[src/pkg/dtod_pkg.sv]
// Purpose: constants and types for the data transfer opcode decoder
// Assumes: one instruction byte per strobe, lowest address first
// Notes: the byte stream is synchronous to the decoder clock
// Notes on behaviour
// - 8E opcode copies operand into segment register
// - 8C opcode copies segment register into operand
// - D7 single byte is table translate
// - 8D plus field byte loads effective address
// - C5 pointer load writes register and data segment
// - C4 pointer load writes register and extra segment
// - 9F 9E 9C 9D are four flag transfers
package dtod_pkg;

    // ==========================================================
    // first byte encodings
    localparam logic [7:0] OPB_SEG_FROM_RM = 8'h8E;
    localparam logic [7:0] OPB_SEG_TO_RM = 8'h8C;
    localparam logic [7:0] OPB_TABLE_TRANSLATE = 8'hD7;
    localparam logic [7:0] OPB_EFF_ADDR = 8'h8D;
    localparam logic [7:0] OPB_PTR_DATA_SEG = 8'hC5;
    localparam logic [7:0] OPB_PTR_EXTRA_SEG = 8'hC4;
    localparam logic [7:0] OPB_FLAGS_TO_HIGH = 8'h9F;
    localparam logic [7:0] OPB_HIGH_TO_FLAGS = 8'h9E;
    localparam logic [7:0] OPB_FLAG_SAVE = 8'h9C;
    localparam logic [7:0] OPB_FLAG_RESTORE = 8'h9D;
    // immediate copy into operand, lowest bit is the size bit
    localparam logic [6:0] OPB_COPY_IMM_TOP = 7'h63;

    // ==========================================================
    // second byte field positions
    localparam int MOD_HI = 7;
    localparam int MOD_LO = 6;
    localparam int REG_HI = 5;
    localparam int REG_LO = 3;
    localparam int SEG_ZERO_BIT = 5;
    localparam int SEG_HI = 4;
    localparam int SEG_LO = 3;
    localparam int RM_HI = 2;
    localparam int RM_LO = 0;
    localparam int SIZE_BIT = 0;

    // ==========================================================
    // addressing form values
    localparam logic [1:0] MOD_NO_DISP = 2'h0;
    localparam logic [1:0] MOD_DISP8 = 2'h1;
    localparam logic [1:0] MOD_DISP16 = 2'h2;
    localparam logic [1:0] MOD_REGISTER = 2'h3;
    localparam logic [2:0] RM_DIRECT = 3'h6;

    // ==========================================================
    // decoded operation classes
    typedef enum logic [3:0] {
        OPC_NONE,
        OPC_COPY_TRANSFER_TO_SEG,
        OPC_COPY_TRANSFER_FROM_SEG,
        OPC_TABLE_TRANSLATE,
        OPC_LOAD_EFFECTIVE_ADDRESS,
        OPC_LOAD_POINTER_DATA_SEGMENT,
        OPC_LOAD_POINTER_EXTRA_SEGMENT,
        OPC_FLAGS_TO_HIGH_ACCUMULATOR,
        OPC_HIGH_ACCUMULATOR_TO_FLAGS,
        OPC_FLAG_WORD_SAVE,
        OPC_FLAG_WORD_RESTORE,
        OPC_COPY_TRANSFER_IMMEDIATE
    } dtod_op_t;

    typedef enum logic [2:0] {
        ST_OPCODE,
        ST_FIELDS,
        ST_DISP_LO,
        ST_DISP_HI,
        ST_IMM_LO,
        ST_IMM_HI
    } dtod_state_t;

endpackage

[src/logic/dtod_decoder.sv]
// Purpose: decode the data transfer group from an instruction byte stream
// Assumes: byte_valid marks one byte per clock, bytes in fetch order
// Notes: every output is registered; done is a one-cycle pulse
`timescale 1ns/10ps
module dtod_decoder (
    input wire logic clock, // 20 MHz decoder clock
    input wire logic rst_b, // asynchronous reset, active low
    input wire logic byte_valid, // instruction byte present
    input wire logic [7:0] byte_data, // instruction byte
    output logic done, // pulse: operation fully decoded
    output dtod_pkg::dtod_op_t op, // decoded operation class
    output logic [1:0] mod_field, // addressing form
    output logic [2:0] reg_field, // selected general register
    output logic [1:0] seg_field, // selected segment register
    output logic [2:0] rm_field, // operand locator
    output logic word_op, // word operand when high
    output logic [15:0] disp, // displacement, sign extended
    output logic [15:0] imm, // immediate data
    output logic writes_data_seg, // load also writes data segment
    output logic writes_extra_seg, // load also writes extra segment
    output logic field_error, // pulse: reserved zero bit was set
    output logic bad_opcode // pulse: first byte not in this group
);
    import dtod_pkg::*;

    // ==========================================================
    // state
    // every flop lives in this struct, so outputs read it directly
    typedef struct packed {
        dtod_state_t st; // byte position within instruction
        dtod_op_t op; // class being decoded
        logic [1:0] mod_f; // addressing form
        logic [2:0] reg_f; // register select
        logic [1:0] seg_f; // segment select
        logic [2:0] rm_f; // operand locator
        logic word; // operand size
        logic wide_disp; // two displacement bytes
        logic has_imm; // data bytes follow displacement
        logic [15:0] disp; // displacement
        logic [15:0] imm; // immediate
        logic ds_w; // data segment written
        logic es_w; // extra segment written
        logic done; // completion pulse
        logic ferr; // reserved bit pulse
        logic bad; // unknown opcode pulse
    } dtod_s_t;

    dtod_s_t s_reg; // registered state
    dtod_s_t s_next; // next state

    // ==========================================================
    // next state
    always_comb begin
        s_next = s_reg;
        // pulses last one cycle only
        s_next.done = 1'b0;
        s_next.ferr = 1'b0;
        s_next.bad = 1'b0;
        // gaps simply wait; no byte is ever refused or stalled
        if (byte_valid) begin
            case (s_reg.st)
                ST_OPCODE: begin
                    // fresh instruction: clear per-instruction fields
                    s_next.mod_f = MOD_NO_DISP;
                    s_next.reg_f = 3'h0;
                    s_next.seg_f = 2'h0;
                    s_next.rm_f = 3'h0;
                    s_next.disp = 16'h0000;
                    s_next.imm = 16'h0000;
                    s_next.ds_w = 1'b0;
                    s_next.es_w = 1'b0;
                    s_next.has_imm = 1'b0;
                    s_next.word = 1'b1;
                    s_next.st = ST_FIELDS;
                    if (byte_data == OPB_SEG_FROM_RM) begin
                        s_next.op = OPC_COPY_TRANSFER_TO_SEG;
                    end else if (byte_data == OPB_SEG_TO_RM) begin
                        s_next.op = OPC_COPY_TRANSFER_FROM_SEG;
                    end else if (byte_data == OPB_EFF_ADDR) begin
                        s_next.op = OPC_LOAD_EFFECTIVE_ADDRESS;
                    end else if (byte_data == OPB_PTR_DATA_SEG) begin
                        s_next.op = OPC_LOAD_POINTER_DATA_SEGMENT;
                        s_next.ds_w = 1'b1;
                    end else if (byte_data == OPB_PTR_EXTRA_SEG) begin
                        s_next.op = OPC_LOAD_POINTER_EXTRA_SEGMENT;
                        s_next.es_w = 1'b1;
                    end else if (byte_data[7:1] == OPB_COPY_IMM_TOP) begin
                        // size bit picks byte or word operand
                        s_next.op = OPC_COPY_TRANSFER_IMMEDIATE;
                        s_next.word = byte_data[SIZE_BIT];
                        s_next.has_imm = 1'b1;
                    end else begin
                        // single byte forms finish right here
                        s_next.st = ST_OPCODE;
                        s_next.done = 1'b1;
                        if (byte_data == OPB_TABLE_TRANSLATE) begin
                            s_next.op = OPC_TABLE_TRANSLATE;
                            s_next.word = 1'b0;
                        end else if (byte_data == OPB_FLAGS_TO_HIGH) begin
                            s_next.op = OPC_FLAGS_TO_HIGH_ACCUMULATOR;
                            s_next.word = 1'b0;
                        end else if (byte_data == OPB_HIGH_TO_FLAGS) begin
                            s_next.op = OPC_HIGH_ACCUMULATOR_TO_FLAGS;
                            s_next.word = 1'b0;
                        end else if (byte_data == OPB_FLAG_SAVE) begin
                            s_next.op = OPC_FLAG_WORD_SAVE;
                        end else if (byte_data == OPB_FLAG_RESTORE) begin
                            s_next.op = OPC_FLAG_WORD_RESTORE;
                        end else begin
                            // outside this group: flag it, stay aligned
                            s_next.op = OPC_NONE;
                            s_next.done = 1'b0;
                            s_next.bad = 1'b1;
                        end
                    end
                end
                ST_FIELDS: begin
                    // addressing form, select and locator fields
                    s_next.mod_f = byte_data[MOD_HI:MOD_LO];
                    s_next.reg_f = byte_data[REG_HI:REG_LO];
                    s_next.rm_f = byte_data[RM_HI:RM_LO];
                    if (s_reg.op == OPC_COPY_TRANSFER_TO_SEG ||
                        s_reg.op == OPC_COPY_TRANSFER_FROM_SEG) begin
                        // zero bit ahead of the segment selector
                        s_next.seg_f = byte_data[SEG_HI:SEG_LO];
                        s_next.ferr = byte_data[SEG_ZERO_BIT];
                    end
                    // a reserved bit error still lets the decode complete
                    if (s_reg.op == OPC_COPY_TRANSFER_IMMEDIATE) begin
                        // immediate form keeps zeros in the select field
                        s_next.ferr = (byte_data[REG_HI:REG_LO] != 3'h0);
                    end
                    // displacement length follows the addressing form
                    s_next.wide_disp = 1'b0;
                    if (byte_data[MOD_HI:MOD_LO] == MOD_DISP8) begin
                        s_next.st = ST_DISP_LO;
                    end else if (byte_data[MOD_HI:MOD_LO] == MOD_DISP16 ||
                        (byte_data[MOD_HI:MOD_LO] == MOD_NO_DISP &&
                        byte_data[RM_HI:RM_LO] == RM_DIRECT)) begin
                        s_next.st = ST_DISP_LO;
                        s_next.wide_disp = 1'b1;
                    end else if (s_reg.has_imm) begin
                        s_next.st = ST_IMM_LO;
                    end else begin
                        s_next.st = ST_OPCODE;
                        s_next.done = 1'b1;
                    end
                end
                ST_DISP_LO: begin
                    // short displacement is sign extended
                    s_next.disp = {{8{byte_data[7]}}, byte_data};
                    if (s_reg.wide_disp) begin
                        s_next.st = ST_DISP_HI;
                    end else if (s_reg.has_imm) begin
                        s_next.st = ST_IMM_LO;
                    end else begin
                        s_next.st = ST_OPCODE;
                        s_next.done = 1'b1;
                    end
                end
                ST_DISP_HI: begin
                    // high byte replaces the sign extension of the low one
                    s_next.disp = {byte_data, s_reg.disp[7:0]};
                    if (s_reg.has_imm) begin
                        s_next.st = ST_IMM_LO;
                    end else begin
                        s_next.st = ST_OPCODE;
                        s_next.done = 1'b1;
                    end
                end
                ST_IMM_LO: begin
                    // first data byte; a byte operand ends here
                    s_next.imm = {8'h00, byte_data};
                    if (s_reg.word) begin
                        s_next.st = ST_IMM_HI;
                    end else begin
                        s_next.st = ST_OPCODE;
                        s_next.done = 1'b1;
                    end
                end
                ST_IMM_HI: begin
                    // second data byte of a word immediate
                    s_next.imm = {byte_data, s_reg.imm[7:0]};
                    s_next.st = ST_OPCODE;
                    s_next.done = 1'b1;
                end
                default: begin
                    // unreachable encodings fall back to realignment
                    s_next.st = ST_OPCODE;
                end
            endcase
        end
    end

    // ==========================================================
    // state register
    // reset clears every field: op reads none, word_op reads byte
    // a stray byte during reset is lost, the stream restarts at an opcode
    always_ff @(posedge clock or negedge rst_b) begin
        if (!rst_b) begin
            s_reg <= '0;
        end else begin
            s_reg <= s_next;
        end
    end

    // ==========================================================
    // outputs straight from the state register
    // no gates after the flops, so downstream sees clean timing
    // fields change while bytes arrive; read them only with done
    assign done = s_reg.done;
    assign op = s_reg.op;
    assign mod_field = s_reg.mod_f;
    assign reg_field = s_reg.reg_f;
    assign seg_field = s_reg.seg_f;
    assign rm_field = s_reg.rm_f;
    assign word_op = s_reg.word;
    assign disp = s_reg.disp;
    assign imm = s_reg.imm;
    assign writes_data_seg = s_reg.ds_w;
    assign writes_extra_seg = s_reg.es_w;
    assign field_error = s_reg.ferr;
    assign bad_opcode = s_reg.bad;

endmodule

[config.mk]
export PLATFORM = sky130hd
export DESIGN_NAME = dtod_decoder
export DESIGN_NICKNAME = d
export VERILOG_FILES = /design/src/pkg/dtod_pkg.sv /design/src/logic/dtod_decoder.sv
export SDC_FILE = /design/constraint.sdc
export NUM_CORES = 1
export LEC_CHECK = 0
export ABC_AREA = 1
export BUFFER_PORTS_ARGS = -buffer_cell sky130_fd_sc_hd__buf_2
export CAP_MARGIN = 30
export CORE_ASPECT_RATIO = 1.2
export CORE_MARGIN = 2
export CORE_UTILIZATION = 49
export CTS_CLUSTER_SIZE = 12
export DETAILED_ROUTE_END_ITERATION = 10
export PLACE_DENSITY = 0.88
export SKIP_CTS_REPAIR_TIMING = 1
export SYNTH_ARGS = -nofsm -noshare
export SYNTH_HDL_FRONTEND = slang
export SYNTH_SLANG_ARGS = --single-unit
export TNS_END_PERCENT = 1
[constraint.sdc]
create_clock -name clock -period 1.3 [get_ports clock]
set_input_delay 0.26 -clock clock [delete_from_list [all_inputs] [get_ports clock]]
set_output_delay 0.26 -clock clock [all_outputs]
set_load 0.01 [all_outputs]
==> run_results.csv <==
group,metric,value,unit
run_status,status,"complete, but fails checks",
run_status,violations,"negative setup slack",
setup_path,critPathKind,"reg -> reg",
timing,setup_ws,-15.94,ps
global_route,antenna_found_initial,0,
power,p_comb_share,17.2,%
cts,cts_max_level,3,
global_route,grt_util_all_layers,24.23,%
power,power.internal,2.815,mW
setup_path,cp_slowest_cell,"dfrtp_2",
final_layout,fin_cells,528,
placed_design,dp_cells,513,
timing,timing.final.crit_share,101.2,%
timing,maxSlewViolCount,0,
setup_path,reg2reg_depth,6,
final_layout,area_growth,23.13,%
setup_path,setup.worst_path.start,"s_reg[56]",
setup_path,timing.rr.start,"s_reg[56]",
placed_design,place_congestion,0.9285,
power,p_leak,1.914,nW
setup_path,cp.arrival,1580,ps
floorplanning,fp.coreArea,5973,um2
placed_design,io_buffers,62,
setup_path,startpoint_type,"register",
floorplanning,ioPinCount,63,
yosys,ys_warn_count,0,
timing,tightest_slew,331.0,ps
timing,setup_viol,10,
floorplanning,dieArea,6739,um2
placed_design,dp_hpwl,5.622,mm
drt,drc,0,
timing,fin_skew,4.563,ps
cts,cts-root-buf,"clkbuf_8",
yosys,ys_seq_area_share,47.76,%
yosys,syn_area_per_cell,8.094,um2
floorplanning,rows,31,
power,seqPwrFrac,49.3,%
final_layout,post-route-cell-area,3677,um2
final_layout,antenna_cells,0,
final_layout,nNetsFinal,454,
setup_path,crit_path_frequent_cell,"buf_4",
drt,met2_length,3.971,mm
placed_design,place_area,3440,um2
timing,hold_viol_final,0,
drt,vias,2720,
timing,rsz0062_at_grt,"true",
drt,wl,7.634,mm
run,cap_violations,0,
drt,wl_per_cell,14.46,um
setup_path,crit_path_end,"imm[5]",
timing,max-slew-margin-rel,77.88,%
power,p_sw,1.130,mW
global_route,grt_pass1_wl,12.10,mm
cts,clk_latency,340,ps
floorplanning,die_w,75.27,um
setup_path,worst-path-buf-inv,3,
drt,drt_iter0_drc,137,
setup_path,cp_num_cells,6,
drt,ant_nets,0,
drt,drtPass1Iterations,4,
timing,fmax,0.7599,GHz
drt,top_layer,"met4",
global_route,grt_max_degree,58,
yosys,ys_seq_elements,57,
floorplanning,die_y,89.53,um
yosys,synth_cells,369,
drt,wl_met3,481,um
global_route,grt_pass1_vias,2699,
power,ir_worst_vdd,0.9762,mV
yosys,syn-num-nets,380,
drt,met1_length,2.949,mm
cts,cts_buffer_depth,2,
cts,numCtsBuffers,9,
cts,cts.reportedPaths.clkPinSlew,60,ps
setup_path,crit_family,"buffers and inverters",
yosys,synth.distinct_cells,26,
global_route,overflow,0,
setup_path,worstPathCellList,"inv_1 > buf_4 > nor2_2 > buf_4 > nand2_1 > a21oi_1",
min_path,min_path_type,"in -> reg",
power,power-per-cell-area,1073,nW/um2
timing,fin_tns_setup,-70.40,ps
setup_path,worst_r2r_endpoint,"imm[5]",
final_layout,drive_above_1_share,35.20,%
yosys,netlist_area,2987,um2
power,clkPwrFrac,33.5,%
drt,viasPerCell,5.152,
cts,cts_tree,"built",
setup_path,crit_fanout,8,
timing,fin_hold_ws,207.9,ps
power,p_sw_share,28.65,%
floorplanning,start_util,50.00,%
setup_path,crit_required,1560,ps
cts,cts.sinks,57,
setup_path,cpPeakStageDelay,420,ps
setup_path,rrSetupSlack,-20,ps
timing,period_needed,1316,ps
setup_path,crit_path_end_kind,"register",
[synthesized netlist by cell type]
master / n / share of area [%]
nor2_4: 2 / 0.75
buf_4: 46 / 12
o22ai_2: 1 / 0.42
nor3_4: 1 / 0.54
nor2_1: 39 / 4.9
nor2_2: 4 / 0.84
o211ai_1: 3 / 0.75
inv_2: 5 / 0.63
nand2_1: 75 / 9.4
buf_2: 3 / 0.50
nor3_1: 2 / 0.34
inv_1: 32 / 4.0
clkbuf_1: 2 / 0.25
nand4_1: 2 / 0.42
nor3b_1: 1 / 0.25
dfrtp_1: 57 / 48
a31oi_1: 2 / 0.42
nand3_1: 7 / 1.2
nand3_2: 1 / 0.34
a21oi_1: 28 / 4.7
o22ai_1: 9 / 1.9
o31ai_1: 1 / 0.25
o21ai_0: 42 / 7.0
nand2_2: 1 / 0.21
o41ai_1: 1 / 0.29
o21ai_1: 2 / 0.34
[power groups by stage]
stage	registers (mW)	logic, mW	clock network, mW
6_report	1.95	0.679	1.32
3_3_place_gp	1.97	0.622	0
2_1_floorplan	1.96	0.402	0
4_1_cts	1.94	0.642	1.34
3_5_place_dp	1.98	0.638	0
5_1_grt	1.96	0.754	1.41
[cells by family (layout without fill, tap and decap cells)]
| family | after synthesis | in the layout | synth area share [%] |
|---|---|---|---|
| flip-flops | 57 | 57 | 47.76 |
| AO/OA/AOI/OAI | 89 | 89 | 16.09 |
| AND/OR/NAND/NOR | 135 | 135 | 19.19 |
| buffers and inverters | 88 | 165 | 16.97 |
[cells in the final DEF, fill, tap and decap left out, types with 2 or more instances in the layout]
master    instances
a21oi_2           2
nand4_1           2
buf_2            62
o21ai_0          25
nor2_1           34
o21ai_1          19
buf_4            48
dfrtp_1          55
a21oi_1          26
a31oi_1           2
nand3_1           6
nor3_4            2
clkbuf_8          9
clkbuf_1          4
nand2_1          69
nand2_2           7
o22ai_2           2
inv_2             5
dfrtp_2           2
nor2_2            7
inv_1            31
nor2_4            4
o22ai_1           8
o211ai_1          3
buf_12            2
[final cells by class]
| class | instances | area (um2) |
|---|---|---|
| clock buffers | 13 | 138.9 |
| clock inverters | 1 | 5.005 |
| fillers | 537 | 2296 |
| inverters | 37 | 141.4 |
| multi-input cells | 224 | 1129 |
| flip-flops and latches | 57 | 1429 |
| well taps | 82 | 102.6 |
| repair buffers | 114 | 732.0 |
[worst min-delay path, stage by stage]
cell	delay, ps
buf_2	130
nand2_1	60
a21oi_1	50
[routing by layer]
layer	vias to the layer above	GRT usage, %
met4	0	11.32
met5	-	0
met1	1299	27.22
li1	1299	-
met2	102	42.03
met3	20	6.990
[worst min path at each step]
stage / startpoint / endpoint / slack [ps] / depth (start not counted)
after floorplan: rst_b / bad_opcode / -40 / 0
after global routing: byte_data[6] / imm[6] / 220 / 3
after CTS: rst_b / imm[7] / -70 / 2
final: byte_data[6] / disp[14] / 210 / 3
after detailed placement: rst_b / imm[14] / 290 / 2
after global placement: rst_b / imm[10] / 280 / 2
[per-stage QoR]
stage | setup slack, ps | util, % | power, mW
after floorplan | 20.05 | - | 2.366
after global placement | -57.98 | 57.58 | 2.594
after detailed placement | -69.30 | 57.58 | 2.614
after CTS | -86.03 | 59.99 | 3.926
after global routing | -97.37 | 61.56 | 4.120
final | -15.94 | 61.56 | 3.946
(Power assumes the default switching activity.)
